File: src/include/tugc_pkg.sv
// register map, field layout and reset values of the translation unit control
package tugc_pkg;

   // ****************************************************************
   // register offsets (byte addresses)
   // ****************************************************************
   localparam int          TUGC_ADDR_W       = 12;
   localparam logic [11:0] TUGC_CR0_OFS      = 12'h000;
   localparam logic [11:0] TUGC_CR2_OFS      = 12'h008;
   localparam logic [11:0] TUGC_ALIAS_CR0_OFS = 12'h400;
   localparam logic [11:0] TUGC_ALIAS_CR2_OFS = 12'h408;
   localparam int          TUGC_PROT_NS_BIT  = 1;

   // ****************************************************************
   // control register 0 and 2 field positions
   // ****************************************************************
   localparam int TUGC_MEMORY_TYPE_CONFIG_BIT     = 20;
   localparam int TUGC_BYPASS_MEMORY_ATTRIBUTES_LSB   = 16;
   localparam int TUGC_BSU_LSB       = 14;
   localparam int TUGC_FB_BIT        = 13;
   localparam int TUGC_PTM_BIT       = 12;
   localparam int TUGC_PRIVATE_VM_NAMESPACE_ENABLE_BIT   = 11;
   localparam int TUGC_USF_BIT       = 10;
   localparam int TUGC_GSE_BIT       = 9;
   localparam int TUGC_STALL_DISABLE_BIT    = 8;
   localparam int TUGC_TRANS_LSB     = 6;
   localparam int TUGC_GLOBAL_CONFIG_FAULT_IRQ_ENABLE_BIT   = 5;
   localparam int TUGC_GLOBAL_CONFIG_FAULT_REPORT_ENABLE_BIT   = 4;
   localparam int TUGC_GLOBAL_FAULT_IRQ_ENABLE_BIT      = 2;
   localparam int TUGC_GLOBAL_FAULT_REPORT_ENABLE_BIT      = 1;
   localparam int TUGC_CLIENT_PORT_DISABLE_BIT  = 0;
   localparam int TUGC_BYPASS_VM_IDENTIFIER_LSB    = 0;

   // ****************************************************************
   // masks and reset values
   // ****************************************************************
   localparam logic [31:0] TUGC_CR0_BASE_MASK = 32'h001F_FD37;
   localparam logic [31:0] TUGC_BSU_MASK      = 32'h0000_C000;
   localparam logic [31:0] TUGC_GSE_MASK      = 32'h0000_0200;
   localparam logic [31:0] TUGC_TRANS_MASK    = 32'h0000_00C0;
   localparam logic [31:0] TUGC_PRIVATE_VM_NAMESPACE_ENABLE_MASK  = 32'h0000_0800;
   localparam logic [31:0] TUGC_CR2_MASK      = 32'h0000_00FF;
   localparam logic [31:0] TUGC_CR0_RST       = 32'h0000_0001;
   localparam logic [31:0] TUGC_CR2_RST       = 32'h0000_0000;
   localparam logic [31:0] TUGC_ZERO          = 32'h0000_0000;

   typedef logic [31:0] tugc_word_t;

endpackage : tugc_pkg

File: src/tugc_regs.sv
// global control registers of the translation unit, with apb slave
// ****************************************************************
// Functional notes
// memory_type_config picks default or programmed bypass attributes
// memory attribute overlay only while memory_type_config set
// barrier upgrade field sets minimum barrier domain
// barrier upgrade reads zero without topology support
// force broadcast upgrades client maintenance operations
// private tlb bit drops broadcast maintenance participation
// private virtual_machine_identifier bit skips virtual_machine_identifier broadcasts
// unmatched stream passes or faults per config
// global stall writable only when implemented
// stall disable stops context stalls, zeroes gse
// non-secure stall disable also covers secure bank
// stall disable resets to zero
// transient hint field, zero when absent
// config fault interrupt gated by enable
// config fault abort gated by enable
// global fault interrupt gated by enable
// global fault abort gated by enable
// exclusive global fault reported failed when unreported
// client port disable bypasses whole unit
// bypass virtual_machine_identifier field, zero when unsupported
// secure virtual_machine_identifier ignored without secure vmids
// register banked, secure alias reaches non-secure
// reserved bit three reads zero
// ****************************************************************
module tugc_regs
   import tugc_pkg::*;
#(
   parameter bit         SEC_EXT          = 1'b1,
   parameter bit         GSE_IMPL         = 1'b1,
   parameter bit         BSU_SUPPORT      = 1'b1,
   parameter bit         TRANS_IMPL       = 1'b1,
   parameter bit         BYPASS_VM_IDENTIFIER_IMPL      = 1'b1,
   parameter bit         SEC_VIRTUAL_MACHINE_IDENTIFIER_PRESENT = 1'b1,
   parameter bit         STALL_DISABLE_COVERS_S  = 1'b1,
   parameter bit         BTM_SUPPORT      = 1'b1,
   parameter logic [3:0] DEFAULT_MEM_ATTR = 4'h0
) (
   input  wire logic                   pclk,
   input  wire logic                   presetn,
   input  wire logic                   psel,
   input  wire logic                   penable,
   input  wire logic                   pwrite,
   input  wire logic [TUGC_ADDR_W-1:0] paddr,
   input  wire logic [31:0]            pwdata,
   input  wire logic [3:0]             pstrb,
   input  wire logic [2:0]             pprot,
   output logic [31:0]                 prdata,
   output logic                        pready,
   output logic                        pslverr,
   input  wire logic                   client_secure,
   input  wire logic                   unmatched_stream,
   input  wire logic                   maint_op,
   input  wire logic                   bcast_tlbi,
   input  wire logic                   bcast_has_virtual_machine_identifier,
   input  wire logic                   fault_secure,
   input  wire logic                   gcfg_fault,
   input  wire logic                   global_fault,
   input  wire logic                   fault_exclusive,
   output logic                        client_bypass,
   output logic                        use_mem_attr,
   output logic [3:0]                  bypass_mem_attr,
   output logic [1:0]                  barrier_min_domain,
   output logic [1:0]                  transient_hint,
   output logic [7:0]                  bypass_virtual_machine_identifier,
   output logic                        unmatched_fault,
   output logic                        maint_broadcast,
   output logic                        bcast_tlbi_apply,
   output logic                        ctx_stall_enable,
   output logic                        global_stall,
   output logic                        gcfg_fault_irq,
   output logic                        gcfg_fault_abort,
   output logic                        global_fault_irq,
   output logic                        global_fault_abort,
   output logic                        excl_fail
);
   import tugc_pkg::*;

   // ****************************************************************
   // address decode
   // ****************************************************************
   logic       secure_acc;
   logic       hit_cr0;
   logic       hit_cr2;
   logic       hit_a0;
   logic       hit_a2;
   logic       mapped;
   logic       bank;
   logic [31:0] be_mask;

   // banked copies, alias only for secure masters
   always_comb begin
      secure_acc = SEC_EXT && !pprot[TUGC_PROT_NS_BIT];
      hit_cr0    = (paddr == TUGC_CR0_OFS);
      hit_cr2    = (paddr == TUGC_CR2_OFS);
      hit_a0     = secure_acc && (paddr == TUGC_ALIAS_CR0_OFS);
      hit_a2     = secure_acc && (paddr == TUGC_ALIAS_CR2_OFS);
      mapped     = hit_cr0 || hit_cr2 || hit_a0 || hit_a2;
      bank       = secure_acc && (hit_cr0 || hit_cr2);
      be_mask    = {{8{pstrb[3]}}, {8{pstrb[2]}},
                    {8{pstrb[1]}}, {8{pstrb[0]}}};
   end

   // ****************************************************************
   // field masks
   // ****************************************************************
   function automatic tugc_word_t cr0_mask(input logic b);
      tugc_word_t m;
      m = TUGC_CR0_BASE_MASK;
      // upgrade field absent without topology support
      if (!BSU_SUPPORT) begin
         m = m & ~TUGC_BSU_MASK;
      end
      // global stall only where implemented
      if (GSE_IMPL) begin
         m = m | TUGC_GSE_MASK;
      end
      // transient field optional
      if (TRANS_IMPL) begin
         m = m | TUGC_TRANS_MASK;
      end
      // private virtual_machine_identifier bit reserved in secure copy
      if (b) begin
         m = m & ~TUGC_PRIVATE_VM_NAMESPACE_ENABLE_MASK;
      end
      return m;
   endfunction : cr0_mask

   function automatic tugc_word_t cr2_mask(input logic b);
      tugc_word_t m;
      // virtual_machine_identifier field optional
      m = BYPASS_VM_IDENTIFIER_IMPL ? TUGC_CR2_MASK : TUGC_ZERO;
      // secure virtual_machine_identifier ignored without secure vmids
      if (b && SEC_EXT && !SEC_VIRTUAL_MACHINE_IDENTIFIER_PRESENT) begin
         m = TUGC_ZERO;
      end
      return m;
   endfunction : cr2_mask

   // ****************************************************************
   // register state
   // ****************************************************************
   tugc_word_t cr0_r   [2];
   tugc_word_t cr0_nxt [2];
   tugc_word_t cr2_r   [2];
   tugc_word_t cr2_nxt [2];
   logic [1:0] stall_disable_eff;
   logic       wr_en;
   tugc_word_t wm;

   always_comb begin
      wr_en = psel && penable && pwrite && mapped;
      wm    = TUGC_ZERO;
      for (int b = 0; b < 2; b++) begin
         cr0_nxt[b] = cr0_r[b];
         cr2_nxt[b] = cr2_r[b];
      end
      // bit three never in the cr0 write mask
      if (wr_en && (hit_cr0 || hit_a0)) begin
         wm = cr0_mask(bank) & be_mask;
         cr0_nxt[bank] = (cr0_r[bank] & ~wm) | (pwdata & wm);
      end
      if (wr_en && (hit_cr2 || hit_a2)) begin
         wm = cr2_mask(bank) & be_mask;
         cr2_nxt[bank] = (cr2_r[bank] & ~wm) | (pwdata & wm);
      end
      // non-secure stall disable may reach the secure bank
      stall_disable_eff[0] = cr0_nxt[0][TUGC_STALL_DISABLE_BIT];
      stall_disable_eff[1] = cr0_nxt[1][TUGC_STALL_DISABLE_BIT]
                   || (STALL_DISABLE_COVERS_S && cr0_nxt[0][TUGC_STALL_DISABLE_BIT]);
      // gse cleared while stalling is disabled, so it reads zero
      for (int b = 0; b < 2; b++) begin
         if (stall_disable_eff[b]) begin
            cr0_nxt[b][TUGC_GSE_BIT] = 1'b0;
         end
      end
   end

   // stall disable resets clear; unknown resets taken as zero
   always_ff @(posedge pclk or negedge presetn) begin
      if (!presetn) begin
         for (int b = 0; b < 2; b++) begin
            // client port disable resets set
            cr0_r[b] <= TUGC_CR0_RST;
            cr2_r[b] <= TUGC_CR2_RST;
         end
      end else begin
         for (int b = 0; b < 2; b++) begin
            cr0_r[b] <= cr0_nxt[b];
            cr2_r[b] <= cr2_nxt[b];
         end
      end
   end

   // ****************************************************************
   // apb read path
   // ****************************************************************
   // read data is captured in the setup cycle so prdata comes from
   // flops and the slave still answers with zero wait states
   logic [31:0] prdata_r;
   logic [31:0] prdata_nxt;
   logic        pslverr_r;
   logic        pslverr_nxt;
   tugc_word_t  rd_word;

   always_comb begin
      rd_word = TUGC_ZERO;
      if (hit_cr0 || hit_a0) begin
         rd_word = cr0_r[bank] & cr0_mask(bank);
      end else if (hit_cr2 || hit_a2) begin
         rd_word = cr2_r[bank] & cr2_mask(bank);
      end
      prdata_nxt  = prdata_r;
      pslverr_nxt = pslverr_r;
      if (psel && !penable) begin
         prdata_nxt  = rd_word;
         pslverr_nxt = !mapped;
      end
   end

   always_ff @(posedge pclk or negedge presetn) begin
      if (!presetn) begin
         prdata_r  <= TUGC_ZERO;
         pslverr_r <= 1'b0;
      end else begin
         prdata_r  <= prdata_nxt;
         pslverr_r <= pslverr_nxt;
      end
   end

   assign prdata  = prdata_r;
   assign pslverr = pslverr_r;
   assign pready  = 1'b1;

   // ****************************************************************
   // client side controls and event gating
   // ****************************************************************
   logic       cb;
   logic       fb;
   logic [3:0] mem_attr_sel;
   logic [15:0] out_nxt;
   logic [15:0] out_r;
   logic [15:0] fld_nxt;
   logic [15:0] fld_r;

   always_comb begin
      cb = SEC_EXT && client_secure;
      fb = SEC_EXT && fault_secure;
      // default attributes unless memory_type_config set
      // overlay only while memory_type_config set
      mem_attr_sel = cr0_r[cb][TUGC_MEMORY_TYPE_CONFIG_BIT]
                   ? cr0_r[cb][TUGC_BYPASS_MEMORY_ATTRIBUTES_LSB +: 4] : DEFAULT_MEM_ATTR;
      // barrier domain, R13 transient hint, R20 virtual_machine_identifier
      fld_nxt = {mem_attr_sel,
                 cr0_r[cb][TUGC_BSU_LSB +: 2],
                 cr0_r[cb][TUGC_TRANS_LSB +: 2],
                 cr2_r[cb][TUGC_BYPASS_VM_IDENTIFIER_LSB +: 8]};
      // whole unit bypass
      out_nxt[0]  = cr0_r[cb][TUGC_CLIENT_PORT_DISABLE_BIT];
      out_nxt[1]  = cr0_r[cb][TUGC_MEMORY_TYPE_CONFIG_BIT];
      // unmatched stream fault or pass
      out_nxt[2]  = unmatched_stream && cr0_r[cb][TUGC_USF_BIT];
      // force broadcast
      out_nxt[3]  = maint_op && cr0_r[cb][TUGC_FB_BIT];
      // participation, R7 private virtual_machine_identifier namespace
      out_nxt[4]  = bcast_tlbi && BTM_SUPPORT
                 && !cr0_r[0][TUGC_PTM_BIT]
                 && !(bcast_has_virtual_machine_identifier && cr0_r[0][TUGC_PRIVATE_VM_NAMESPACE_ENABLE_BIT]);
      // per-context stalling off when disabled
      out_nxt[5]  = !stall_disable_eff[cb];
      // global stalling
      out_nxt[6]  = cr0_r[cb][TUGC_GSE_BIT];
      // config fault interrupt
      out_nxt[7]  = gcfg_fault && cr0_r[fb][TUGC_GLOBAL_CONFIG_FAULT_IRQ_ENABLE_BIT];
      // config fault abort
      out_nxt[8]  = gcfg_fault && cr0_r[fb][TUGC_GLOBAL_CONFIG_FAULT_REPORT_ENABLE_BIT];
      // global fault interrupt
      out_nxt[9]  = global_fault && cr0_r[fb][TUGC_GLOBAL_FAULT_IRQ_ENABLE_BIT];
      // global fault abort
      out_nxt[10] = global_fault && cr0_r[fb][TUGC_GLOBAL_FAULT_REPORT_ENABLE_BIT];
      // exclusive reported failed while aborts are off
      out_nxt[11] = global_fault && fault_exclusive
                 && !cr0_r[fb][TUGC_GLOBAL_FAULT_REPORT_ENABLE_BIT];
      out_nxt[15:12] = 4'h0;
   end

   always_ff @(posedge pclk or negedge presetn) begin
      if (!presetn) begin
         out_r <= 16'h0001;
         fld_r <= 16'h0000;
      end else begin
         out_r <= out_nxt;
         fld_r <= fld_nxt;
      end
   end

   assign client_bypass      = out_r[0];
   assign use_mem_attr       = out_r[1];
   assign unmatched_fault    = out_r[2];
   assign maint_broadcast    = out_r[3];
   assign bcast_tlbi_apply   = out_r[4];
   assign ctx_stall_enable   = out_r[5];
   assign global_stall       = out_r[6];
   assign gcfg_fault_irq     = out_r[7];
   assign gcfg_fault_abort   = out_r[8];
   assign global_fault_irq   = out_r[9];
   assign global_fault_abort = out_r[10];
   assign excl_fail          = out_r[11];
   assign bypass_mem_attr    = fld_r[15:12];
   assign barrier_min_domain = fld_r[11:10];
   assign transient_hint     = fld_r[9:8];
   assign bypass_virtual_machine_identifier        = fld_r[7:0];
endmodule : tugc_regs

File: config.mk
export PLATFORM = sky130hd
export DESIGN_NAME = tugc_regs
export DESIGN_NICKNAME = d
export VERILOG_FILES = /design/src/include/tugc_pkg.sv /design/src/tugc_regs.sv
export SDC_FILE = /design/constraint.sdc
export NUM_CORES = 1
export LEC_CHECK = 0
export BUFFER_PORTS_ARGS = -buffer_cell sky130_fd_sc_hd__buf_2
export CORE_UTILIZATION = 54
export CTS_BUF_LIST = sky130_fd_sc_hd__clkbuf_2 sky130_fd_sc_hd__clkbuf_4 sky130_fd_sc_hd__clkbuf_8
export CTS_CLUSTER_DIAMETER = 40
export DETAILED_ROUTE_END_ITERATION = 10
export GPL_TIMING_DRIVEN = 0
export PLACE_DENSITY_LB_ADDON = 0.2
export SLEW_MARGIN = 5
export SYNTH_ARGS = -nofsm -noshare
export SYNTH_HDL_FRONTEND = slang
export SYNTH_SLANG_ARGS = --single-unit
File: constraint.sdc
create_clock -name pclk -period 1.6 [get_ports pclk]
set_input_delay 0.08 -clock pclk [delete_from_list [all_inputs] [get_ports pclk]]
set_output_delay 0.08 -clock pclk [all_outputs]
set_load 0.01 [all_outputs]
### Word level (Yosys, flattened, before mapping)

Index checks and enable logic that the tools add are counted.

* bits of input ports: 65
* register bits after elaboration: 189
* output and inout port bits: 62

* reduce and logical (&&, ||, !) cells: 37
* order comparisons: 5
* multiplexer cells: 30
* bitwise operators: 13
* equality and inequality tests: 3

Operator list (count)
* $mux W32: 10
* $and A32 B32 Y32: 5
* $bwmux W64: 2
* $or A32 B32 Y32: 2
* $mux W21: 3
* $mux W42: 1
* $and A32 B8 Y32: 1
* $demux W32 S1: 1
* $mux W8: 4
* $not A32 Y32: 1
* $not A8 Y32: 1
* $eq A12 B11 Y1 const B: 2
* $logic_and A1 B1 Y1: 21
* $mux W6: 3
* $eq A12 B4 Y1 const B: 1
* $logic_not A12 Y1: 1
* $mux W12: 1
* $logic_not A1 Y1: 7
* $ge A2 B2 Y1 const B: 3
* $logic_or A1 B1 Y1: 6
* $not A1 Y2: 3
* $mux W1: 4
* $mux W4: 1
* $reduce_bool A2 Y1: 2
* 2 further kinds: 2

### Logic depth before layout (Yosys ltp)

* word-level depth: 17
* depth in mapped cells: 6
* depth with buffers taken out: 5

### Least setup slack after synthesis

OpenSTA, ideal clock, no wires.

* path kind: input to register
* start point: in paddr[1]
* end point: reg out_r[5]
* stages: 6
* slack: -0.040 ns
* arrival time: 1.566 ns
* required time: 1.526 ns
* cells stage by stage: nor3_1 nand2_2 or4_1 buf_2 mux2_4 a21oi_2

RTL lines
* from (decl): line tugc_regs.sv:46 `input wire logic [TUGC_ADDR_W-1:0] paddr,`
* to (signal assigned): line tugc_regs.sv:294 `out_r <= out_nxt;`
* to (decl): line tugc_regs.sv:244 `logic [15:0] out_r;`

### Worst setup path in the final report

* start point: in paddr[6]
* end point: reg cr0_r[52] (netlist bit)

* cells in the longest elaborated chain, start to end: 10
* elaborated cells on any way between the ends: 25
* those cells by class: 2 x order compare; 3 x eq/ne; 6 x mux; 3 x bitwise; 11 x reduce/logical

Ends and longest elaborated chain
* $eq A12 B4 Y1 or $logic_not A12 Y1 (tied branches): line tugc_regs.sv:97, tugc_regs.sv:96
* $logic_or A1 B1 Y1: line tugc_regs.sv:100, tugc_regs.sv:101
* $logic_and A1 B1 Y1: line tugc_regs.sv:101 `bank = secure_acc && (hit_cr0 || hit_cr2);`
* $not A1 Y2: line tugc_regs.sv:163 `cr0_nxt[bank] = (cr0_r[bank] & ~wm) | (pwdata & wm);`
* $mux W32 (implied by the code) (3 in series): line tugc_regs.sv:163
* $and A32 B32 Y32: line tugc_regs.sv:163
* $or A32 B32 Y32: line tugc_regs.sv:163
* $bwmux W64: line tugc_regs.sv:163
* to (signal, indexed assignment): line tugc_regs.sv:191 `cr0_r[b] <= cr0_nxt[b];`
* to (decl): line tugc_regs.sv:145 `tugc_word_t cr0_r [2];`

Parallel ways exist; a longest one is shown, timed or not. The select of a mux whose other input is x is not followed.
A chain may end at the register's enable or synchronous reset.

==> impl_metrics.csv <==
group,metric,value,unit
floorplan,coreArea,8220,um2
global_route,grt_pass1_vias,3454,
floorplan,rows,33,
flow_run,cap_violations,0,
drt,wl_per_cell,16.9,um
yosys,synthCells,373,
yosys,yosysSeqAreaShare,57.6,%
worst_setup_path,start_kind,"primary input",
global_route,grt_max_degree,60,
drt,wl_met3,497,um
yosys,synth_edf_count,0,
worst_setup_path,cp_slowest_cell,"a21boi_1",
worst_setup_path,rr_startpoint,"cr0_r[8]",
worst_setup_path,required,1.88,ns
cts,cts.sinks,105,
sta,relSlewSlack,44.7,%
cells_and_area,syn2layout_area_growth,27.0,%
yosys,async_flop_share,100,%
drt,dr.pass1.iters,4,
cts,clock_latency,0.36,ns
placed_design,dpl.cell_count,587,
cells_and_area,layout-drive-gt1-share,38.3,%
sta,worst_pin_slew,0.829,ns
floorplan,io_pins,127,
placed_design,placed_area,5280,um2
worst_setup_path,cp-end-kind,"flop",
placed_design,globalplace.congestion,0.814,
placed_design,place_ws,-0.528,ns
cts,clk_path_buf_depth,2,
sta,fin_crit_sh,97.3,%
cells_and_area,final_cells,632,
cts,cts_tree,"done",
drt,drt-met1-wl,4.80,mm
yosys,synth_ff_type,"dfrtp_1",
cells_and_area,antennaDiodeCount,0,
worst_hold_path,hold_start,"paddr[3]",
drt,ant_nets,0,
global_route,grt_pass1_wl,17.0,mm
sta,finalHoldViolCount,0,
drt,first_iter_violations,200,
global_route,antenna_found_initial,0,
cells_and_area,post-route-util,70.6,%
placed_design,portBuffers,98,
yosys,synth_area,4570,um2
floorplan,die_y,94.0,um
yosys,yosysTopAreaCellShare,55.9,%
drt,vias_per_cell,5.50,
cts,clkTransAtPathRegs,0.10,ns
worst_setup_path,r2r_cells,4,
power,power,4.53,mW
worst_setup_path,cp-startpoint,"paddr[6]",
yosys,synth.largest_area_cell,"dfrtp_1",
sta,clock.fmax,0.642,GHz
yosys,ys_top_cells_by_count,"dfrtp_1, mux2_2, nand2_1, mux2i_1, o21ai_0",
cts,cts_made_buffers,9,
worst_setup_path,crit_fanout,7,
sta,finalSetupTns,0,ns
drt,topRoutingLayerUsed,"met4",
status,status,"complete, no violations",
worst_setup_path,cp-endpoint,"cr0_r[52]",
yosys,yosysWarnings,0,
yosys,synth_area_per_cell,12.2,um2
yosys,yosys.cell_count.top_type,"dfrtp_1",
floorplan,die_area,8830,um2
sta,fin_skew,0.00700,ns
drt,dr_total_vias,3474,
global_route,grtUsageTotal,25.6,%
floorplan,start_util,55.6,%
yosys,synth.distinct_cells,46,
sta,finalHoldWorstSlack,0.0234,ns
yosys,yosys-top-cells-area,"dfrtp_1, mux2_2, mux2i_1, nand2_1, a2bb2oi_1",
floorplan,die-width,94.0,um
cells_and_area,nNetsFinal,587,
drt,finalWirelength,10.7,mm
power,vdd_drop_max,627,uV
cts,htree_levels,3,
power,powerDensity,781,nW/um2
yosys,ys_ff_latch,105,
cts,cts_root_buf,"clkbuf_8",
worst_setup_path,cp.arrival,1.84,ns
placed_design,hpwl,7.21,mm
power,leakagePower,3.09,nW
drt,dr_wl_met2,5.25,mm
sta,final_max_slew_viol_count,0,
drt,drc,0,
worst_hold_path,hp-class,"primary input to flop",
worst_setup_path,rrSetupSlack,0.09,ns
cells_and_area,fillers,620,
worst_setup_path,max_stage_delay,0.50,ns
worst_setup_path,crit_chain,"buf_2 > nor4_4 > nand2_2 > nor3_2 > a21boi_1 > a2bb2oi_1",
global_route,grt_overflow,0,
sta,layout_min_cycle_time,1.56,ns
sta,setup_viol,0,
worst_setup_path,critPathKind,"primary input to flop",
worst_setup_path,rr_endpoint,"out_r[5]",
cells_and_area,fin_area,5800,um2
sta,setup_ws,0.0433,ns
critical path: cells and delay by family:
kind / cells / cell delay, ns
and+or+nand+nor: 3 / 0.95
AOI/OAI and AO/OA: 2 / 0.70
buffers and inverters: 1 / 0.11
flip-flops by register name, summed over array words and instances (netlist names):
signal	cells
cr0_r	39
prdata	21
pslverr	1
out_r	12
fld_r	16
cr2_r	16
how the worst min path moves through the flow:
stage	slack, ns	end	depth (start not counted)
2_1_floorplan	-0.22	cr0_r[10]	0
3_3_place_gp	0.26	out_r[4]	2
3_5_place_dp	0.14	prdata[15]	1
4_1_cts	0.002	cr2_r[0]	2
5_1_grt	0.006	cr0_r[8]	2
6_report	0.02	prdata[3]	2
final cells by class:
type / count / area (um2) / share of cell area [%]
flip-flops and latches: 105 / 2630 / 45.4
multi-input cells: 243 / 1860 / 32.0
repair buffers: 129 / 813 / 14.0
plain buffers: 27 / 160 / 2.76
clock buffers: 11 / 139 / 2.39
well taps: 105 / 131 / 2.27
clock inverters: 5 / 41.3 / 0.712
inverters: 7 / 26.3 / 0.453
per-layer routing:
layer  vias to the layer above  global-route usage, %
li1                       1620                      -
met5                         -                      0
met1                      1723                   34.5
met3                        15                   5.10
met2                       116                   42.0
met4                         0                   7.31
where the power goes:
| part | leakage (nW) | total [mW] | switching [mW] | internal (mW) |
|---|---|---|---|---|
| clock | 0.0923 | 1.53 | 0.916 | 0.616 |
| combinational | 1.55 | 0.338 | 0.187 | 0.151 |
| sequential | 1.44 | 2.66 | 0.00133 | 2.66 |
| total | 3.09 | 4.53 | 1.10 | 3.42 |
cells in the final DEF (no fill, tap or decap), types with 4 or more instances in the layout:
cell type / n
mux2i_1: 29
buf_4: 16
nand3_1: 4
clkbuf_1: 9
dfrtp_1: 102
nor2_1: 7
nor2b_1: 6
nand2_1: 44
buf_2: 100
dlygate4sd3_1: 27
a221o_1: 7
o21ai_0: 21
clkbuf_8: 9
a2bb2oi_1: 12
mux2_2: 48
o22ai_1: 12
conb_1: 12
inv_1: 6
cells by family (layout without fill, tap and decap cells):
family	Yosys count	count (layout)	synth area share, %
AOI/OAI and AO/OA	64	64	9.97
and+or+nand+nor	88	88	9.61
xor gates and xnor gates	1	1	0.192
other	2	12	0.164
muxes	78	78	18.5
buffers and inverters	35	179	3.94
DFF	105	105	57.6
repair_timing:
action                                  in CTS  in global routing
pin swaps                                    2                  1
endpoints found under the setup margin      36                 47
endpoints found under the hold margin       81                  4
setup buffers                                1                  2
resized for setup                            6                  8
hold buffers                                25                  2
No activity file was read; power rests on OpenSTA's default activity.
